==> config.mk <==
export PLATFORM = sky130hd
export DESIGN_NAME = ssr_status_bank
export DESIGN_NICKNAME = d
export VERILOG_FILES = /design/src/ssr_pkg.sv /design/src/ssr_status_bank.sv /design/src/ssr_period_lut.sv /design/src/ssr_wd_timer.sv
export SDC_FILE = /design/constraint.sdc
export NUM_CORES = 1
export LEC_CHECK = 0
export CORE_ASPECT_RATIO = 0.8
export CORE_MARGIN = 2
export CORE_UTILIZATION = 35
export CTS_CLUSTER_DIAMETER = 200
export CTS_CLUSTER_SIZE = 14
export DETAILED_ROUTE_END_ITERATION = 8
export DONT_BUFFER_PORTS = 1
export PLACE_DENSITY = 0.6
export SLEW_MARGIN = 20
export SYNTH_ARGS = -nofsm -noshare
export SYNTH_HDL_FRONTEND = slang
export SYNTH_SLANG_ARGS = --single-unit
==> constraint.sdc <==
create_clock -name clk -period 9.1 [get_ports clk]
set_input_delay 0.455 -clock clk [delete_from_list [all_inputs] [get_ports clk]]
set_output_delay 0.455 -clock clk [all_outputs]
set_load 0.02 [all_outputs]
==> src/ssr_pkg.sv <==
// Shared constants for the watchdog period and system status readback block
package ssr_pkg;

  // Serial frame layout
  localparam int FRAME_W = 16;
  localparam int ADDR_HI = 15;
  localparam int ADDR_LO = 14;
  localparam int RRS_BIT = 13;
  localparam int RO_BIT = 12;
  localparam int MODE_W = 12;
  localparam int NPC_HI = 11;
  localparam int NPC_LO = 6;
  localparam int CAUSE_W = 4;
  localparam logic [1:0] ADDR_STATUS = 2'h0;
  localparam logic [11:0] MODE_RESET = 12'h000;
  localparam logic [3:0] STATUS_TOP = 4'h0;
  localparam logic [7:0] STATUS_LOW = 8'h00;

  // Operating modes as reported by the mode controller
  localparam logic [1:0] OP_NORMAL = 2'h0;
  localparam logic [1:0] OP_STANDBY = 2'h1;
  localparam logic [1:0] OP_FLASH = 2'h2;
  localparam logic [1:0] OP_SLEEP = 2'h3;

  // Reset cause codes by event index, in rising priority from index 1; index 0, power-on, outranks all
  localparam int N_EVT = 15;
  localparam logic [3:0] CAUSE_CODE [N_EVT] = '{
    4'h0, 4'h1, 4'h2, 4'h3, 4'h4, 4'h5, 4'h6, 4'h8,
    4'h9, 4'hA, 4'hB, 4'hC, 4'hD, 4'hE, 4'hF};
  localparam logic [3:0] RC_POWER_ON = 4'h0;
  localparam logic [3:0] RC_RESERVED = 4'h7;
  localparam logic [3:0] RC_WD_OVERFLOW = 4'hB;
  localparam int EV_POR = 0;
  localparam int EV_WD_OVF = 10;

  // Nominal period table for the top prescaler setting, in ms; zero means off
  localparam logic [1:0] PRESCALE_TABLE = 2'h3;
  localparam int N_PER = 10;
  localparam int PER_W = 15;
  localparam logic [14:0] PER_OFF = 15'h0000;
  localparam logic [5:0] PER_CODE [N_PER] = '{
    6'h09, 6'h0C, 6'h12, 6'h14, 6'h1B, 6'h24, 6'h2D, 6'h33, 6'h35, 6'h36};
  localparam logic [14:0] PER_NORMAL [N_PER] = '{
    15'h000E, 15'h001C, 15'h0038, 15'h0070, 15'h008C,
    15'h00A8, 15'h00C4, 15'h00E0, 15'h00FC, 15'h0118};
  localparam logic [14:0] PER_STANDBY [N_PER] = '{
    15'h0046, 15'h008C, 15'h0118, 15'h0230, 15'h0460,
    15'h08C0, 15'h0E00, 15'h1C00, 15'h3800, 15'h0000};
  localparam logic [14:0] PER_FLASH [N_PER] = '{
    15'h0046, 15'h008C, 15'h0118, 15'h0230, 15'h0460,
    15'h08C0, 15'h0E00, 15'h1C00, 15'h3800, 15'h7000};
  localparam logic [14:0] PER_SLEEP [N_PER] = '{
    15'h0230, 15'h0460, 15'h08C0, 15'h0E00, 15'h1C00,
    15'h2A00, 15'h3800, 15'h5400, 15'h7000, 15'h0000};

  // Timing
  localparam int CLK_PERIOD_NS = 5;
  localparam int CLK_FREQ_KHZ = 1000000 / CLK_PERIOD_NS;
  localparam int OSC_FREQ_KHZ = 512;
  localparam int OSC_DIV = CLK_FREQ_KHZ / OSC_FREQ_KHZ;
  localparam int OSC_TICKS_PER_MS = OSC_FREQ_KHZ;
  localparam int CNT_W = 24;
  localparam int RST_PULSE_CYC = 16;
  localparam int RST_CNT_W = 8;

  // Sleep entry sequencer, one-hot
  typedef enum logic [2:0] {
    SSR_SL_RUN = 3'b001,
    SSR_SL_RST = 3'b010,
    SSR_SL_OFF = 3'b100
  } ssr_sleep_t;

endpackage

==> src/ssr_status_bank.sv <==
// System status readback, reset cause capture and watchdog period control
`timescale 1ns/10ps
module ssr_status_bank #(
  parameter int OSC_DIV = ssr_pkg::OSC_DIV,
  parameter int RST_PULSE_CYC = ssr_pkg::RST_PULSE_CYC
) (
  input wire logic clk,
  input wire logic system_reset_output,
  input wire logic frame_valid,
  input wire logic [ssr_pkg::FRAME_W-1:0] frame_data,
  input wire logic [1:0] op_mode,
  input wire logic [1:0] watchdog_prescale_select,
  input wire logic supply_current_reset_option,
  input wire logic por_event,
  input wire logic ext_reset_event,
  input wire logic cyclic_wake_event,
  input wire logic v1_low_event,
  input wire logic v1_overcurrent_event,
  input wire logic v3_overload_event,
  input wire logic flash_exit_event,
  input wire logic flash_ready_event,
  input wire logic bus_wake_event,
  input wire logic local_wake_event,
  input wire logic failsafe_wake_event,
  input wire logic wd_init_miss_event,
  input wire logic wd_early_event,
  input wire logic spi_illegal_event,
  input wire logic int_timeout_event,
  output logic [ssr_pkg::FRAME_W-1:0] status_word,
  output logic status_valid,
  output logic [5:0] nominal_period_code,
  output logic [3:0] reset_cause_code,
  output logic system_reset_output_n,
  output logic mcu_supply_output
);
  generate
    if (RST_PULSE_CYC < 1 || RST_PULSE_CYC >= (1 << ssr_pkg::RST_CNT_W)) begin : g_chk
      $error("RST_PULSE_CYC out of range");
    end
  endgenerate

  typedef struct packed {
    logic [ssr_pkg::MODE_W-1:0] mode_reg;
    logic [3:0] cause;
    logic [ssr_pkg::FRAME_W-1:0] status_word;
    logic status_valid;
    ssr_pkg::ssr_sleep_t sleep_st;
    logic [ssr_pkg::RST_CNT_W-1:0] rst_cnt;
    logic reset_n;
    logic supply;
    logic wd_restart;
  } ssr_state_t;

  ssr_state_t s;
  ssr_state_t next_s;

  logic hdr_ok;
  logic is_sleep;
  logic [ssr_pkg::N_EVT-1:0] ev;
  logic [ssr_pkg::PER_W-1:0] period_ms;
  logic period_known;
  logic wd_off;
  logic wd_enable;
  logic wd_overflow;

  // Status frame header; no mode term here, so reads work in every mode
  assign hdr_ok = (frame_data[ssr_pkg::ADDR_HI:ssr_pkg::ADDR_LO] == ssr_pkg::ADDR_STATUS)
    && !frame_data[ssr_pkg::RRS_BIT];
  assign is_sleep = (op_mode == ssr_pkg::OP_SLEEP);

  ssr_period_lut u_lut (
    .code(s.mode_reg[ssr_pkg::NPC_HI:ssr_pkg::NPC_LO]),
    .op_mode(op_mode),
    .prescale(watchdog_prescale_select),
    .period_ms(period_ms),
    .known(period_known),
    .wd_off(wd_off)
  );

  // Off code stops the counter in the same cycle the mode changes
  assign wd_enable = period_known && !wd_off && (s.rst_cnt == '0);

  ssr_wd_timer #(
    .OSC_DIV(OSC_DIV)
  ) u_tmr (
    .clk(clk),
    .system_reset_output(system_reset_output),
    .enable(wd_enable),
    .restart(s.wd_restart),
    .period_ms(period_ms),
    .overflow(wd_overflow)
  );

  // Event vector in rising priority from index 1: a later index wins a same-cycle tie; index 0 wins every tie
  assign ev[0] = por_event || ext_reset_event;
  assign ev[1] = cyclic_wake_event && is_sleep;
  assign ev[2] = v1_low_event;
  assign ev[3] = v1_overcurrent_event && (op_mode == ssr_pkg::OP_STANDBY)
    && wd_off && supply_current_reset_option;
  assign ev[4] = v3_overload_event && is_sleep;
  assign ev[5] = flash_exit_event;
  assign ev[6] = flash_ready_event;
  assign ev[7] = bus_wake_event;
  assign ev[8] = local_wake_event;
  assign ev[9] = failsafe_wake_event;
  assign ev[10] = wd_overflow;
  assign ev[11] = wd_init_miss_event;
  assign ev[12] = wd_early_event;
  assign ev[13] = spi_illegal_event;
  assign ev[14] = int_timeout_event;

  always_comb begin
    next_s = s;
    next_s.status_valid = 1'b0;
    next_s.wd_restart = 1'b0;

    // Status read; the cause field is not touched by the read itself
    if (frame_valid && hdr_ok) begin
      next_s.status_valid = 1'b1;
      next_s.status_word = {ssr_pkg::STATUS_TOP, s.cause, ssr_pkg::STATUS_LOW};
      if (!frame_data[ssr_pkg::RO_BIT]) begin
        next_s.mode_reg = frame_data[ssr_pkg::MODE_W-1:0];
        next_s.wd_restart = 1'b1;
      end
    end

    // Ascending scan: the last hit, the highest rank, wins a same-cycle tie
    for (int i = 0; i < ssr_pkg::N_EVT; i++) begin
      if (ev[i]) begin
        next_s.cause = ssr_pkg::CAUSE_CODE[i];
      end
    end
    // Power-on outranks all other sources, so it is applied last
    if (ev[ssr_pkg::EV_POR]) begin
      next_s.cause = ssr_pkg::RC_POWER_ON;
    end

    if (s.rst_cnt != '0) begin
      next_s.rst_cnt = s.rst_cnt - ssr_pkg::RST_CNT_W'(1);
    end
    if (wd_overflow) begin
      next_s.rst_cnt = ssr_pkg::RST_CNT_W'(RST_PULSE_CYC);
    end

    // Reset is pulled one cycle before the supply drops, so the supply only drops while reset is held
    case (s.sleep_st)
      ssr_pkg::SSR_SL_RUN: begin
        if (is_sleep) begin
          next_s.sleep_st = ssr_pkg::SSR_SL_RST;
        end
      end
      ssr_pkg::SSR_SL_RST: begin
        if (is_sleep) begin
          next_s.sleep_st = ssr_pkg::SSR_SL_OFF;
        end else begin
          next_s.sleep_st = ssr_pkg::SSR_SL_RUN;
          next_s.rst_cnt = ssr_pkg::RST_CNT_W'(RST_PULSE_CYC);
        end
      end
      ssr_pkg::SSR_SL_OFF: begin
        if (!is_sleep) begin
          // Wake-up: supply back first, reset released after a pulse
          next_s.sleep_st = ssr_pkg::SSR_SL_RUN;
          next_s.rst_cnt = ssr_pkg::RST_CNT_W'(RST_PULSE_CYC);
        end
      end
      default: begin
        next_s.sleep_st = ssr_pkg::SSR_SL_RUN;
      end
    endcase

    next_s.reset_n = (next_s.sleep_st == ssr_pkg::SSR_SL_RUN)
      && (next_s.rst_cnt == '0);
    next_s.supply = (next_s.sleep_st != ssr_pkg::SSR_SL_OFF);
  end

  always_ff @(posedge clk or negedge system_reset_output) begin
    if (!system_reset_output) begin
      s.mode_reg <= ssr_pkg::MODE_RESET;
      s.cause <= ssr_pkg::RC_POWER_ON;
      s.status_word <= '0;
      s.status_valid <= 1'b0;
      s.sleep_st <= ssr_pkg::SSR_SL_RUN;
      s.rst_cnt <= '0;
      s.reset_n <= 1'b0;
      s.supply <= 1'b1;
      s.wd_restart <= 1'b0;
    end else begin
      s <= next_s;
    end
  end

  assign status_word = s.status_word;
  assign status_valid = s.status_valid;
  assign nominal_period_code = s.mode_reg[ssr_pkg::NPC_HI:ssr_pkg::NPC_LO];
  assign reset_cause_code = s.cause;
  assign system_reset_output_n = s.reset_n;
  assign mcu_supply_output = s.supply;
endmodule

==> src/ssr_period_lut.sv <==
// Nominal watchdog period lookup by period code and operating mode
`timescale 1ns/10ps
module ssr_period_lut (
  input wire logic [5:0] code,
  input wire logic [1:0] op_mode,
  input wire logic [1:0] prescale,
  output logic [ssr_pkg::PER_W-1:0] period_ms,
  output logic known,
  output logic wd_off
);
  logic [ssr_pkg::N_PER-1:0] hit;
  logic [ssr_pkg::PER_W-1:0] val [ssr_pkg::N_PER];

  genvar g;
  generate
    for (g = 0; g < ssr_pkg::N_PER; g++) begin : g_ent
      assign hit[g] = (code == ssr_pkg::PER_CODE[g]);
      always_comb begin
        case (op_mode)
          ssr_pkg::OP_NORMAL: val[g] = ssr_pkg::PER_NORMAL[g];
          ssr_pkg::OP_STANDBY: val[g] = ssr_pkg::PER_STANDBY[g];
          ssr_pkg::OP_FLASH: val[g] = ssr_pkg::PER_FLASH[g];
          default: val[g] = ssr_pkg::PER_SLEEP[g];
        endcase
      end
    end
  endgenerate

  // Codes are exclusive, so an OR of the masked entries selects one
  always_comb begin
    period_ms = ssr_pkg::PER_OFF;
    for (int i = 0; i < ssr_pkg::N_PER; i++) begin
      if (hit[i]) begin
        period_ms = period_ms | val[i];
      end
    end
  end

  // Only the top prescaler row is held; other rows read as unknown
  assign known = (|hit) && (prescale == ssr_pkg::PRESCALE_TABLE);
  assign wd_off = known && (period_ms == ssr_pkg::PER_OFF);
endmodule

==> src/ssr_wd_timer.sv <==
// Watchdog period counter driven by a divided-down internal oscillator
`timescale 1ns/10ps
module ssr_wd_timer #(
  parameter int OSC_DIV = ssr_pkg::OSC_DIV
) (
  input wire logic clk,
  input wire logic system_reset_output,
  input wire logic enable,
  input wire logic restart,
  input wire logic [ssr_pkg::PER_W-1:0] period_ms,
  output logic overflow
);
  localparam int DIV_W = $clog2(OSC_DIV) + 1;
  localparam int CW = ssr_pkg::CNT_W;

  generate
    if (OSC_DIV < 2) begin : g_chk
      $error("OSC_DIV must be at least 2");
    end
  endgenerate

  typedef struct packed {
    logic [DIV_W-1:0] div;
    logic [CW-1:0] cnt;
    logic ovf;
  } ssr_tmr_t;

  ssr_tmr_t s;
  ssr_tmr_t next_s;
  logic [CW-1:0] limit;

  // Durations scale with the oscillator: count oscillator ticks, not ms
  assign limit = CW'(period_ms) * CW'(ssr_pkg::OSC_TICKS_PER_MS);

  always_comb begin
    next_s = s;
    next_s.ovf = 1'b0;
    if (!enable || restart) begin
      next_s.div = '0;
      next_s.cnt = '0;
    end else if (s.div == DIV_W'(OSC_DIV - 1)) begin
      next_s.div = '0;
      if (s.cnt + CW'(1) >= limit) begin
        next_s.cnt = '0;
        next_s.ovf = 1'b1;
      end else begin
        next_s.cnt = s.cnt + CW'(1);
      end
    end else begin
      next_s.div = s.div + DIV_W'(1);
    end
  end

  always_ff @(posedge clk or negedge system_reset_output) begin
    if (!system_reset_output) begin
      s <= '0;
    end else begin
      s <= next_s;
    end
  end

  assign overflow = s.ovf;
endmodule

## Yosys cells after proc, flatten, opt, wreduce, memory -nomap -nowiden

Cells that the tools add are included.
Widths: inputs -> output; s select.

- Bits in registers: 70
- Input bits: 39
- Output and inout port bits: 29
- Logic and storage cells: 126

- Add/subtract/negate cells: 3
- Magnitude comparators: 1
- Eq/ne operators: 20
- Multiplexer cells: 52
- Bitwise logic cells: 10
- Reduce and logical (&&, ||, !) cells: 28

Operator list:

| cell | count |
|---|---|
| $mux 15 | 9 |
| $pmux 15 s2 | 3 |
| $mux 4 | 15 |
| $pmux 14 s2 | 2 |
| $pmux 12 s2 | 2 |
| $or 15x15->15 | 3 |
| $mux 34 | 1 |
| $eq 6x6->1 const B | 5 |
| $or 15x12->15 | 2 |
| $or 15x14->15 | 2 |
| $pmux 13 s2 | 1 |
| $mux 25 | 1 |
| $add 24x1->24 const B | 1 |
| $ge 24x24->1 | 1 |
| $mux 24 | 1 |
| $mux 8 | 3 |
| $pmux 11 s2 | 1 |
| $mux 10 | 2 |
| $pmux 10 s2 | 1 |
| $eq 6x5->1 const B | 3 |
| $logic_not 8->1 | 2 |
| $pmux 8 s2 | 1 |
| $logic_not 15->1 | 1 |
| $or 15x13->15 | 1 |
| 26 further kinds | 50 |

## Logic depth before layout (Yosys ltp)

Gate-level depths: netlist (run 1).

- Depth in word-level cells: 39
- Gate-level depth with buffers: 19
- Mapped depth without buffers: 16

## Modules after synthesis

A second synthesis (run 1) with hierarchy kept.

- Cells, all modules: 597
- Area, all modules: 5109.9 um^2

Modules (own cells, without submodules):

| module | instances | cells each | area an instance (um^2) | seq. area each (um^2) |
|---|---|---|---|---|
| ssr_wd_timer | 1 | 294 | 2516.2 | 875.8 |
| ssr_status_bank | 1 | 157 | 1675.4 | 728.2 |
| ssr_period_lut | 1 | 146 | 918.4 | 0.0 |

## Worst setup path before layout (run 1)

Ideal clock, no wire load.

- Path kind: flip-flop to flip-flop
- Start point: register u_tmr.s[1] (netlist name)
- End point: register u_tmr.s[14] (netlist name)
- Library setup time: 0.121 ns
- Data arrival time: 3.733 ns
- Required time: 8.979 ns
- Path slack: 5.245 ns
- Cell stages (with the launch flop): 20
- Buffers on the path: 3
- Period minus slack after synthesis: 3.855 ns
- Cell sequence: dfrtp_1 ha_1 and4_4 and4_1 buf_4 and3_1 and3_1 clkbuf_1 nand3_1 xnor2_1 ha_1 nand2_1 nor2_1 o211ai_1 a2111o_1 a21oi_4 nor2_4 buf_6 a22oi_1 nor2_1

- Word-level cells in the longest chain between the ends: 5

Ends and longest elaborated chain:

| what | RTL line | text |
|---|---|---|
| start: declaration | ssr_wd_timer.sv:28 | `ssr_tmr_t s;` |
| start signal: assignment | ssr_wd_timer.sv:58 | `s <= next_s;` |
| $add 24x1->24 * | ssr_wd_timer.sv:43, ssr_wd_timer.sv:47 |  |
| $ge 24x24->1 | ssr_wd_timer.sv:43 | `if (s.cnt + CW'(1) >= limit) begin` |
| $mux 24 * | ssr_wd_timer.sv:43 |  |
| $mux 25 * | ssr_wd_timer.sv:41 | `end else if (s.div == DIV_W'(OSC_DIV - 1)) begin` |
| $mux 34 * | ssr_wd_timer.sv:38 | `if (!enable \|\| restart) begin` |

Mark *: on every way between the ends. The rest lies on a longest branch, timed or not. The select of a mux whose other input is x is not followed.
A chain may end at the register's enable or synchronous reset.

## Worst setup path after layout (run 1)

- Start point: register u_tmr.s[1] (netlist name)
- End point: register u_tmr.s[19] (netlist name)

The elaborated chain is that of the path after synthesis.

==> results of run 1 <==
## worst register-to-register path: cells and delay by family, from the launching register on
kind                     cells  cell delay (ns)
AND/OR/NAND/NOR              9             1.96
AO/OA/AOI/OAI                4             1.29
adder cells (fa/ha/maj)      2             0.64
flip-flops                   1             0.41
XOR/XNOR                     1             0.17
## layer usage
metal  GRT usage  routed length, µm  vias to the layer above
met5           0                  0                        -
li1            -                  -                     1878
met2       0.232               4660                      116
met4      0.0424                121                        0
met1       0.218               5240                     1853
met3      0.0364                572                       14
## metrics by stage
step	instances	hold slack (ns)	cell area, µm²	util
after global routing	703	0.0196	5080	0.375
final	703	-0.00610	5080	0.375
after floorplan	557	0.159	4900	-
after global placement	686	0.161	4770	0.352
after detailed placement	686	0.161	4770	0.352
after CTS	703	0.0149	5070	0.374
## flip-flops by register name, indices dropped and copies added (netlist names), 4 cells and up
| name | cells |
|---|---|
| s | 12 |
| nominal_period_code | 6 |
| status_word | 4 |
| reset_cause_code | 4 |
| u_tmr.s | 34 |
## what timing repair did
| item | 4_1_cts | 5_1_grt |
|---|---|---|
| hold buffers | 1 | 0 |
| endpoints found under the setup margin | 0 | 0 |
| endpoints found under the hold margin | 64 | 0 |
## layout make-up
class                           instances  share of cell area
Inverter                               18              0.0133
Timing Repair Buffer                    2             0.00690
Tap cell                              180              0.0444
Sequential cell                        64               0.316
Clock buffer                           11              0.0478
Multi-Input combinational cell        423               0.565
Clock inverter                          5             0.00666
## placed cells by master (no fill, tap or decap), types with 3 or more instances in the layout
master     Yosys  final
and2_1         3      3
a22o_1         5      5
nor2_1        63     63
inv_1         18     18
nor3b_1        3      3
nand3_1       24     24
a21o_1         4      4
xor2_1        19     19
conb_1         1     12
nand3b_1      11     11
o21ai_0       21     21
dfrtp_1       62     62
nand4bb_1      4      4
ha_1          26     26
and3_1         9      9
mux2_2        10     10
o31ai_1        3      3
nor2b_1        4      4
a21oi_1       36     36
xnor2_1       19     19
and4_1         4      4
nand2_1       29     29
a22oi_1        8      8
nand4b_1       7      7
nor3_1        18     18
nor4_1         7      7
nand2b_1       8      8
a31oi_1        5      5
or2_2          3      3
nand4_1        6      6
clkbuf_16      0      9
or3_1          3      3
a211oi_1       5      5
## power by group
part	switching, mW	total (mW)	internal [mW]
combinational	0.146	0.258	0.112
clock	0.129	0.320	0.191
sequential	0.0732	0.387	0.314
## path summary, 6_finish.rpt
check / startpoint / to / depth (start not counted)
setup / recovery: u_tmr.s[1]$_DFFE_PN0P_ / u_tmr.s[19]$_DFFE_PN0P_ / 16
max in group asynchronous: system_reset_output / mcu_supply_output$_DFF_PN1_ / 1
hold reg to reg: s[13]$_DFF_PN0_ / s[12]$_DFF_PN0_ / 1
setup reg to reg: u_tmr.s[1]$_DFFE_PN0P_ / u_tmr.s[19]$_DFFE_PN0P_ / 16
hold / removal: system_reset_output / nominal_period_code[1]$_DFFE_PN0P_ / 1
min in group clk: frame_data[13] / status_valid$_DFF_PN0_ / 1
## cells by family (layout without fill, tap and decap cells)
logic type | Yosys count | count (layout) | synth area share
DFF | 64 | 64 | 0.330
xor gates and xnor gates | 39 | 39 | 0.0742
muxes | 11 | 11 | 0.0252
adders and majority gates | 26 | 26 | 0.0669
AOI/OAI and AO/OA | 112 | 112 | 0.157
and+or+nand+nor | 223 | 223 | 0.256
buffers and inverters | 70 | 36 | 0.0896
other | 1 | 12 | 0.000772
==> impl_metrics.py, run 1 <==
metrics = {
    "global_routing": {
        "grt-ovfl-total": 0,
        "grt_usage": 0.153,
        "grt_max_degree": 65,
        "first_global_vias": 3671,
        "antenna_found_initial": 0,
        "grt_pass1_wl_um": 18200,
    },
    "place": {
        "hpwl_um": 7420,
        "io_buffer_count": 0,
        "preCtsSetupSlack_ns": 4.51,
        "gp_routability_congestion": 0.942,
    },
    "pwr": {
        "leakagePower_nw": 2.11,
        "vdd_ir_drop_max_mv": 0.107,
        "power_mw": 0.966,
        "p_per_area_nw_per_um2": 190,
    },
    "synth": {
        "synth_common_cells": "63 x nor2_1, 62 x dfrtp_1, 36 x a21oi_1, 34 x buf_4, 29 x nand2_1",
        "netlist_area_um2": 4860,
        "synth_largest_area_cell": "dfrtp_1",
        "synthFlopType": "dfrtp_1",
        "syn_inst": 546,
        "synth_most_common_cell": "nor2_1",
        "synth.avg_cell_area_um2": 8.90,
        "synth-seq-cells": 64,
        "yosysWarnings": 0,
        "synthTopCellsByArea": "dfrtp_1 32%, ha_1 6.7%, buf_4 5.3%",
        "ys_types": 73,
        "synth_edf_count": 0,
        "synth_top_area_frac": 0.319,
        "ys_seq_area_frac": 0.330,
        "async_reset_ff_frac": 1.00,
    },
    "setup_path": {
        "cp_cell_sequence": "ha_1, and4_4, and4_1, and3_1, and3_1, nand3_1, xnor2_1, ha_1, nand3_1, nor2_1, o211ai_1, a2111o_1, a21oi_4, nor2_4, a22oi_1, nor2_1",
        "cp_num_buf_inv": 0,
        "critical_path.startpoint_type": "register",
        "worstPathArrival_ns": 4.79,
        "cp_max_fo": 19,
        "slowest_delay_ns": 0.49,
        "cp-end-kind": "register",
        "crit_type": "register to register",
        "worstPathRequired_ns": 9.28,
        "path_delay_family": "simple AND/OR/NAND/NOR gates",
        "cpMaxStageDelayCell": "a21oi_4",
        "regToRegSetupSlack_ns": 4.49,
    },
    "worst_hold_path": {
        "hold_path.class": "input pin to asynchronous set/reset pin",
    },
    "route": {
        "wire_per_inst_um": 15.1,
        "drc_errors": 0,
        "ant_nets": 0,
        "dr.pass1.iters": 5,
        "num_vias": 3861,
        "viasPerCell": 5.49,
        "wl_um": 10600,
        "drt_iter0_markers": 371,
    },
    "floorplan": {
        "initial_utilization": 0.359,
        "dieArea_um2": 14800,
        "num_rows": 38,
        "die_w_um": 136,
        "ios": 68,
        "die_h_um": 109,
        "fp.coreArea_um2": 13600,
    },
    "timing": {
        "slew-limit-headroom": 0.438,
        "fin_crit_sh": 0.506,
        "drv_slew": 0,
        "fin_tns_setup_ns": 0,
        "worstMarginPinSlew_ns": 0.843,
        "finalCriticalPeriod_ns": 4.61,
        "finalSetupViolCount": 0,
        "final-hold-violation-count": 3,
        "max_freq_mhz": 217,
        "timing.hold.ws_ns": -0.00610,
        "rsz0062_at_grt": "no",
        "skew_ns": 0.00777,
        "layout_setup_ws_ns": 4.49,
    },
    "layout": {
        "antenna-diode-count": 0,
        "multi_input_area_um2": 2870,
        "synthToLayoutAreaGrowth_pct": 4.45,
        "n_fill_cell": 1354,
        "drive_gt1_frac": 0.0918,
        "fin_nets": 583,
        "ff_latch_area_um2": 1600,
    },
    "clocking": {
        "cts.clk_slew.worst_paths_ns": 0.06,
        "cts_root_buf": "clkbuf_16",
        "cts_buffers": 9,
        "cts_sinks": 64,
        "clock_latency_ns": 0.33,
        "post-cts-setup-buffers": 0,
        "cts_buffer_depth": 2,
        "cts_resized": 0,
        "cts_tree": "yes",
        "htreeDepth": 3,
    },
    "outcome": {
        "violations": "negative hold slack",
        "status": "complete, but fails checks",
    },
    "job": {
        "drv_cap": 0,
    },
}
Note: power is estimated with default switching activity, not from simulation.
==> run 2, diff against run 1 <==
--- a/config.mk
+++ b/config.mk
@@ -12,7 +12,7 @@
 export CTS_CLUSTER_SIZE = 14
 export DETAILED_ROUTE_END_ITERATION = 8
 export DONT_BUFFER_PORTS = 1
-export PLACE_DENSITY = 0.6
+export PLACE_DENSITY = 0.62
 export SLEW_MARGIN = 20
 export SYNTH_ARGS = -nofsm -noshare
 export SYNTH_HDL_FRONTEND = slang
==> constraint.sdc (replaced) <==
create_clock -name clk -period 3.7 [get_ports clk]
set_input_delay 0.185 -clock clk [delete_from_list [all_inputs] [get_ports clk]]
set_output_delay 0.185 -clock clk [all_outputs]
set_load 0.02 [all_outputs]
==> run 2 against run 1 <==
Net effect: the run now ends clean; non-clock buffer count rose by 60; routed wire length rose by 8.4%; sequential share of layout area fell by 3.6 points; final cell count rose by 8.5%; worst setup slack got worse by 4.4 ns; clock power rose to 2.9 times the previous value; clock-buffer cell count fell by 1; largest power group is now the clock network.
==> impl_metrics.py, run 2 (synthesis gave the netlist of run 1 again) <==
metrics = {
    "outcome": {
        "status": "finished, final reports clean",
    },
    "pwr": {
        "p_comb_frac": 0.336,
        "vdd_ir_drop_max_mv": 0.270,
        "p_seq_frac": 0.319,
        "p_per_area_nw_per_um2": 476,
        "netSwitchingFraction": 0.342,
        "leakagePower_nw": 2.46,
        "internal_power_mw": 1.79,
        "switching_power_mw": 0.934,
        "clockPowerShare": 0.345,
    },
    "timing": {
        "final-hold-violation-count": 0,
        "rsz0062_at_grt": "yes",
        "drv_slew": 0,
        "fin_tns_setup_ns": 0,
        "slew-limit-headroom": 0.394,
        "fin_crit_sh": 0.967,
        "finalCriticalPeriod_ns": 3.58,
        "skew_ns": 0.0102,
        "finalSetupViolCount": 0,
        "worstMarginPinSlew_ns": 0.906,
        "max_freq_mhz": 279,
    },
    "place": {
        "gp_routability_congestion": 0.842,
        "io_buffer_count": 0,
        "dp_cells": 738,
        "hpwl_um": 8430,
    },
    "layout": {
        "drive_gt1_frac": 0.208,
        "mostFrequentLayoutCells": "62 x nor2_1, 61 x dfrtp_1, 49 x buf_4",
        "fin_nets": 643,
        "layout_commonest_cell": "nor2_1",
        "regMostFlops": "u_tmr.s",
        "n_fill_cell": 1352,
        "layoutNonFillerInstCount": 763,
        "antenna-diode-count": 0,
        "synthToLayoutAreaGrowth_pct": 17.8,
        "largest_reg_flops": 34,
    },
    "floorplan": {
        "num_rows": 38,
        "initial_utilization": 0.359,
        "die_h_um": 109,
        "fp.coreArea_um2": 13600,
        "dieArea_um2": 14800,
        "ios": 68,
        "die_w_um": 136,
    },
    "job": {
        "drv_cap": 0,
    },
    "clocking": {
        "cts_buffer_depth": 2,
        "cts_root_buf": "clkbuf_16",
        "cts_buffers": 9,
        "htreeDepth": 3,
        "cts_sinks": 64,
        "clock_latency_ns": 0.34,
        "cts.clk_slew.worst_paths_ns": 0.06,
        "cts_tree": "yes",
    },
    "setup_path": {
        "worstPathArrival_ns": 3.83,
        "cp-end-kind": "register",
        "worstPathRequired_ns": 3.95,
        "critical_path.startpoint_type": "register",
        "cp_max_fo": 5,
        "crit_type": "register to register",
    },
    "route": {
        "wl_um": 11500,
        "drc_errors": 0,
        "drt_iter0_markers": 335,
        "wire_per_inst_um": 15.1,
        "num_vias": 4064,
        "dr.pass1.iters": 4,
        "viasPerCell": 5.33,
        "ant_nets": 0,
    },
    "global_routing": {
        "grt_usage": 0.164,
        "grt_max_degree": 65,
        "first_global_vias": 3972,
        "antenna_found_initial": 0,
        "grt-ovfl-total": 0,
        "grt_pass1_wl_um": 19500,
    },
    "worst_hold_path": {
        "hold_path.class": "input pin to register",
    },
}
[run 2: cell count changes in the layout (fill, tap and decap cells not counted), moves of 3 or more]
cell	delta
nand3_2	+4
nand3_1	-4
and3_1	-3
buf_6	+4
o21ai_1	+6
buf_4	+48
o21ai_0	-6
and3_4	+3
dlygate4sd3_1	+7
[run 2: metal layers]
metal	up-vias	GRT usage	wire [µm]
li1	1993	-	-
met1	1957	0.228	5590
met2	95	0.255	5120
met3	19	0.0364	606
met4	0	0.0536	183
met5	-	0	0
[run 2: metrics by stage]
step	power [mW]	util	hold WS [ns]	setup slack (ns)	area [µm²]
global route	2.89	0.423	0.00862	-0.0454	5730
global placement	1.70	0.383	-0.109	-0.0468	5190
CTS	2.72	0.415	0.000538	0.00688	5630
floorplan	1.54	-	-0.111	0.0225	4920
detailed placement	1.72	0.383	-0.109	-0.0697	5190
finish	2.73	0.423	0.0198	0.121	5730
[run 2: repair_timing]
item / 4_1_cts / 5_1_grt
setup endpoints to repair: 17 / 25
setup buffers: 0 / 1
gates resized for setup: 6 / 25
pin swaps: 2 / 6
endpoints found under the hold margin: 69 / 1
gates cloned: 0 / 0
hold buffers: 7 / 1
[run 2: power by group through the flow]
stage / Clock [mW] / Combinational [mW] / Sequential, mW
global route: 1.01 / 0.999 / 0.881
finish: 0.943 / 0.917 / 0.869
CTS: 0.969 / 0.882 / 0.869
detailed placement: 0 / 0.837 / 0.880
floorplan: 0 / 0.698 / 0.845
global placement: 0 / 0.823 / 0.878
[run 2: cell type report]
type                       instances  area [µm²]  area share
inverter                          18        67.6      0.0118
clock buffer                      10         239      0.0417
timing repair buffer              62         531      0.0927
multi-input combinational        423        2970       0.518
clock inverter                     6        92.6      0.0162
sequential                        64        1610       0.280
tap                              180         225      0.0393
[run 2: worst paths after layout]
kind / from / end / slack, ns / cells after the start
worst min-delay path: frame_data[9] / nominal_period_code[3]$_DFFE_PN0P_ / 0.02 / 1
worst max-delay path: u_tmr.s[1]$_DFFE_PN0P_ / u_tmr.s[22]$_DFFE_PN0P_ / 0.12 / 16
min in group asynchronous: system_reset_output / nominal_period_code[1]$_DFFE_PN0P_ / 0.38 / 2
max in group asynchronous: system_reset_output / mcu_supply_output$_DFF_PN1_ / 2.99 / 2
worst min register to register: s[12]$_DFF_PN0_ / s[12]$_DFF_PN0_ / 0.47 / 1
worst max register to register: u_tmr.s[1]$_DFFE_PN0P_ / u_tmr.s[22]$_DFFE_PN0P_ / 0.12 / 16
[run 2: critical path: stages, from the launching register on]
cell and delay (ns):
dfrtp_1 0.39, ha_4 0.15, and4_4 0.22, and4_4 0.23
and3_4 0.19, and3_4 0.23, nand3_2 0.10, xnor2_2 0.16
ha_1 0.33, a22o_1 0.20, nor4_1 0.14, o21ai_1 0.15
a21oi_2 0.20, a21oi_4 0.12, buf_12 0.15, or4_1 0.39
a21oi_1 0.15
==> run 3, diff against run 2 <==
--- a/config.mk
+++ b/config.mk
@@ -5,6 +5,7 @@
 export SDC_FILE = /design/constraint.sdc
 export NUM_CORES = 1
 export LEC_CHECK = 0
+export ABC_AREA = 1
 export CORE_ASPECT_RATIO = 0.8
 export CORE_MARGIN = 2
 export CORE_UTILIZATION = 35
==> run 3 against run 2 <==
Net effect: register-to-register slack better by 0.03 ns; worst setup slack improved by 0.025 ns; sequential power is 1% higher; highest routed layer unchanged; final cell count up 6.7%; critical path type unchanged; combinational power down 41%; routed wire length fell by 3.5%; clock-buffer cell count rose by 1; critical endpoint is now u_tmr.s[17]$_DFFE_PN0P_; sequential share of layout area up 2.1 points; utilization fell by 0.85 points; non-clock buffer count fell by 39.
==> impl_metrics.py, run 3 <==
metrics = {
    "outcome": {
        "status": "finished, final reports clean",
    },
    "layout": {
        "fin_nets": 699,
        "drive_gt1_frac": 0.142,
        "antenna-diode-count": 0,
        "layout_commonest_cell": "nand2_1",
        "final_cell_area_um2": 5330,
        "mostFrequentLayoutCells": "129 x nand2_1, 97 x inv_1, 67 x nor2_1",
        "largest_reg_flops": 34,
        "regMostFlops": "u_tmr.s",
        "synthToLayoutAreaGrowth_pct": 15.7,
        "n_fill_cell": 1330,
        "layoutNonFillerInstCount": 814,
    },
    "clocking": {
        "cts.clk_slew.worst_paths_ns": 0.05,
        "cts_sinks": 64,
        "cts_tree": "yes",
        "htreeDepth": 3,
        "cts_root_buf": "clkbuf_16",
        "clock_latency_ns": 0.33,
        "cts_buffer_depth": 2,
        "cts_buffers": 9,
    },
    "setup_path": {
        "critical_path.startpoint_type": "register",
        "cp_cell_sequence": "ha_4, nand3_4, nor3_4, inv_2, nor3_4, nand2_2, nor2_4, nand4_4, inv_2, nand4_4, nor4_4, xor2_1, inv_1, ha_4, nand4_1, o221a_2, a21boi_4, nand2_4, clkinv_4, nand2_1, o21ai_0",
        "worstPathArrival_ns": 3.75,
        "cpMaxStageDelayCell": "dfrtp_1",
        "crit_path_start": "u_tmr.s[2]$_DFFE_PN0P_",
        "slowest_delay_ns": 0.42,
        "crit_type": "register to register",
        "cp_max_fo": 5,
        "r2r_start": "u_tmr.s[2]$_DFFE_PN0P_",
        "worstPathRequired_ns": 3.90,
        "cp-end-kind": "register",
    },
    "place": {
        "place_area_um2": 4680,
        "io_buffer_count": 0,
        "preCtsSetupSlack_ns": 0.0242,
        "gp_routability_congestion": 0.923,
        "hpwl_um": 8140,
        "dp_cells": 779,
    },
    "synth": {
        "netlist_area_um2": 4600,
        "ys_types": 44,
        "yosysWarnings": 0,
        "synth_largest_area_cell": "dfrtp_1",
        "synthFlopType": "dfrtp_1",
        "synthTopCellsByArea": "dfrtp_1 34%, nand2_1 11%, inv_1 8.0%",
        "syn_inst": 620,
        "async_reset_ff_frac": 1.00,
        "ys_seq_area_frac": 0.348,
        "synth_common_cells": "131 x nand2_1, 98 x inv_1, 68 x nor2_1, 62 x dfrtp_1, 30 x nand3_1",
        "synth_most_common_cell": "nand2_1",
        "synth_top_area_frac": 0.337,
        "synth.avg_cell_area_um2": 7.43,
        "synth-seq-cells": 64,
        "synth_edf_count": 0,
    },
    "worst_hold_path": {
        "hold_path.class": "input pin to register",
        "min_from": "por_event",
    },
    "global_routing": {
        "grt_usage": 0.158,
        "grt-ovfl-total": 0,
        "first_global_vias": 3884,
        "antenna_found_initial": 0,
        "grt_pass1_wl_um": 18200,
        "grt_max_degree": 65,
    },
    "pwr": {
        "vdd_ir_drop_max_mv": 0.242,
        "p_per_area_nw_per_um2": 427,
        "leakagePower_nw": 2.70,
    },
    "timing": {
        "rsz0062_at_grt": "yes",
        "slew-limit-headroom": 0.492,
        "fin_crit_sh": 0.961,
        "worstMarginPinSlew_ns": 0.759,
        "max_freq_mhz": 281,
        "finalCriticalPeriod_ns": 3.55,
        "skew_ns": 0.00355,
        "finalSetupViolCount": 0,
        "drv_slew": 0,
        "final-hold-violation-count": 0,
        "layout_setup_ws_ns": 0.146,
    },
    "floorplan": {
        "die_h_um": 107,
        "initial_utilization": 0.358,
        "fp.coreArea_um2": 12900,
        "die_w_um": 132,
        "ios": 68,
        "dieArea_um2": 14100,
        "num_rows": 37,
    },
    "route": {
        "wl_um": 11100,
        "wire_per_inst_um": 13.6,
        "drc_errors": 0,
        "dr.pass1.iters": 5,
        "num_vias": 4007,
        "ant_nets": 0,
        "drt_iter0_markers": 276,
        "viasPerCell": 4.92,
    },
    "job": {
        "drv_cap": 0,
    },
}
-- run 3: cell types whose count changed after synthesis, moves of 16 or more --
cell     before  now
xnor2_1      19    3
a21oi_1      36   10
nand2_1      29  131
inv_1        18   98
-- run 3: metal layers --
layer,part of all wire,track usage,up-vias
li1,-,-,1990
met4,0.012,0.0438,0
met1,0.48,0.207,1920
met5,0,0,-
met3,0.041,0.0383,10
met2,0.47,0.263,87
-- run 3: final timing paths --
path                                              endpoint  slack [ns]  cells after the start
setup / recovery                   u_tmr.s[17]$_DFFE_PN0P_        0.15                     21
hold / removal             reset_cause_code[0]$_DFFE_PN0P_        0.02                      3
setup reg to reg                   u_tmr.s[17]$_DFFE_PN0P_        0.15                     21
hold reg to reg                      u_tmr.s[25]$_DFF_PN0_        0.50                      1
max in group asynchronous      mcu_supply_output$_DFF_PN1_        3.00                      2
min in group asynchronous                  s[10]$_DFF_PN0_        0.38                      2
-- run 3: cells by family after synthesis --
logic type	after synthesis	synth area share
adder cells (fa/ha/maj)	26	0.0707
other	1	0.000814
buffers and inverters	138	0.135
AND/OR/NAND/NOR	296	0.308
AO/OA/AOI/OAI	72	0.0935
XOR/XNOR	23	0.0438
flip-flops	64	0.348
-- run 3: power by group --
group | switching (mW) | internal, mW | total [mW]
sequential | 0.109 | 0.773 | 0.882
clock | 0.313 | 0.538 | 0.851
combinational | 0.348 | 0.193 | 0.541
-- run 3: through the flow --
step	hold slack, ns	TNS (ns)	total power [mW]	util
after global routing	0.0269	-2.16	2.41	0.414
final	0.0227	0	2.27	0.414
after CTS	0.00933	0	2.26	0.395
after floorplan	-0.111	0	1.30	-
after global placement	-0.109	0	1.35	0.364
after detailed placement	-0.109	0	1.37	0.364
-- run 3: what timing repair did --
action / in CTS / in global routing
hold buffers: 8 / 0
setup endpoints to repair: 2 / 25
gates cloned: 0 / 1
pin swaps: 0 / 5
hold endpoints to repair: 70 / 0
buffers inserted: 0 / 10
resized for setup: 1 / 32
-- run 3: cell type report --
type	instances	area, µm²	area share
well taps	175	219	0.0411
multi-input cells	429	2570	0.483
repair buffers	23	223	0.0418
flip-flops and latches	64	1600	0.301
clock inverters	5	56.3	0.0106
repair inverters	1	6.26	0.00117
clock buffers	11	243	0.0456
inverters	106	403	0.0756
-- run 3: worst max-delay path: cells and delay by family, from the launching register on --
family	cells	cell delay [ns]
AOI/OAI and AO/OA	3	0.50
xor gates and xnor gates	1	0.22
and+or+nand+nor	11	1.44
DFF	1	0.42
buffers and inverters	4	0.36
adders and majority gates	2	0.45
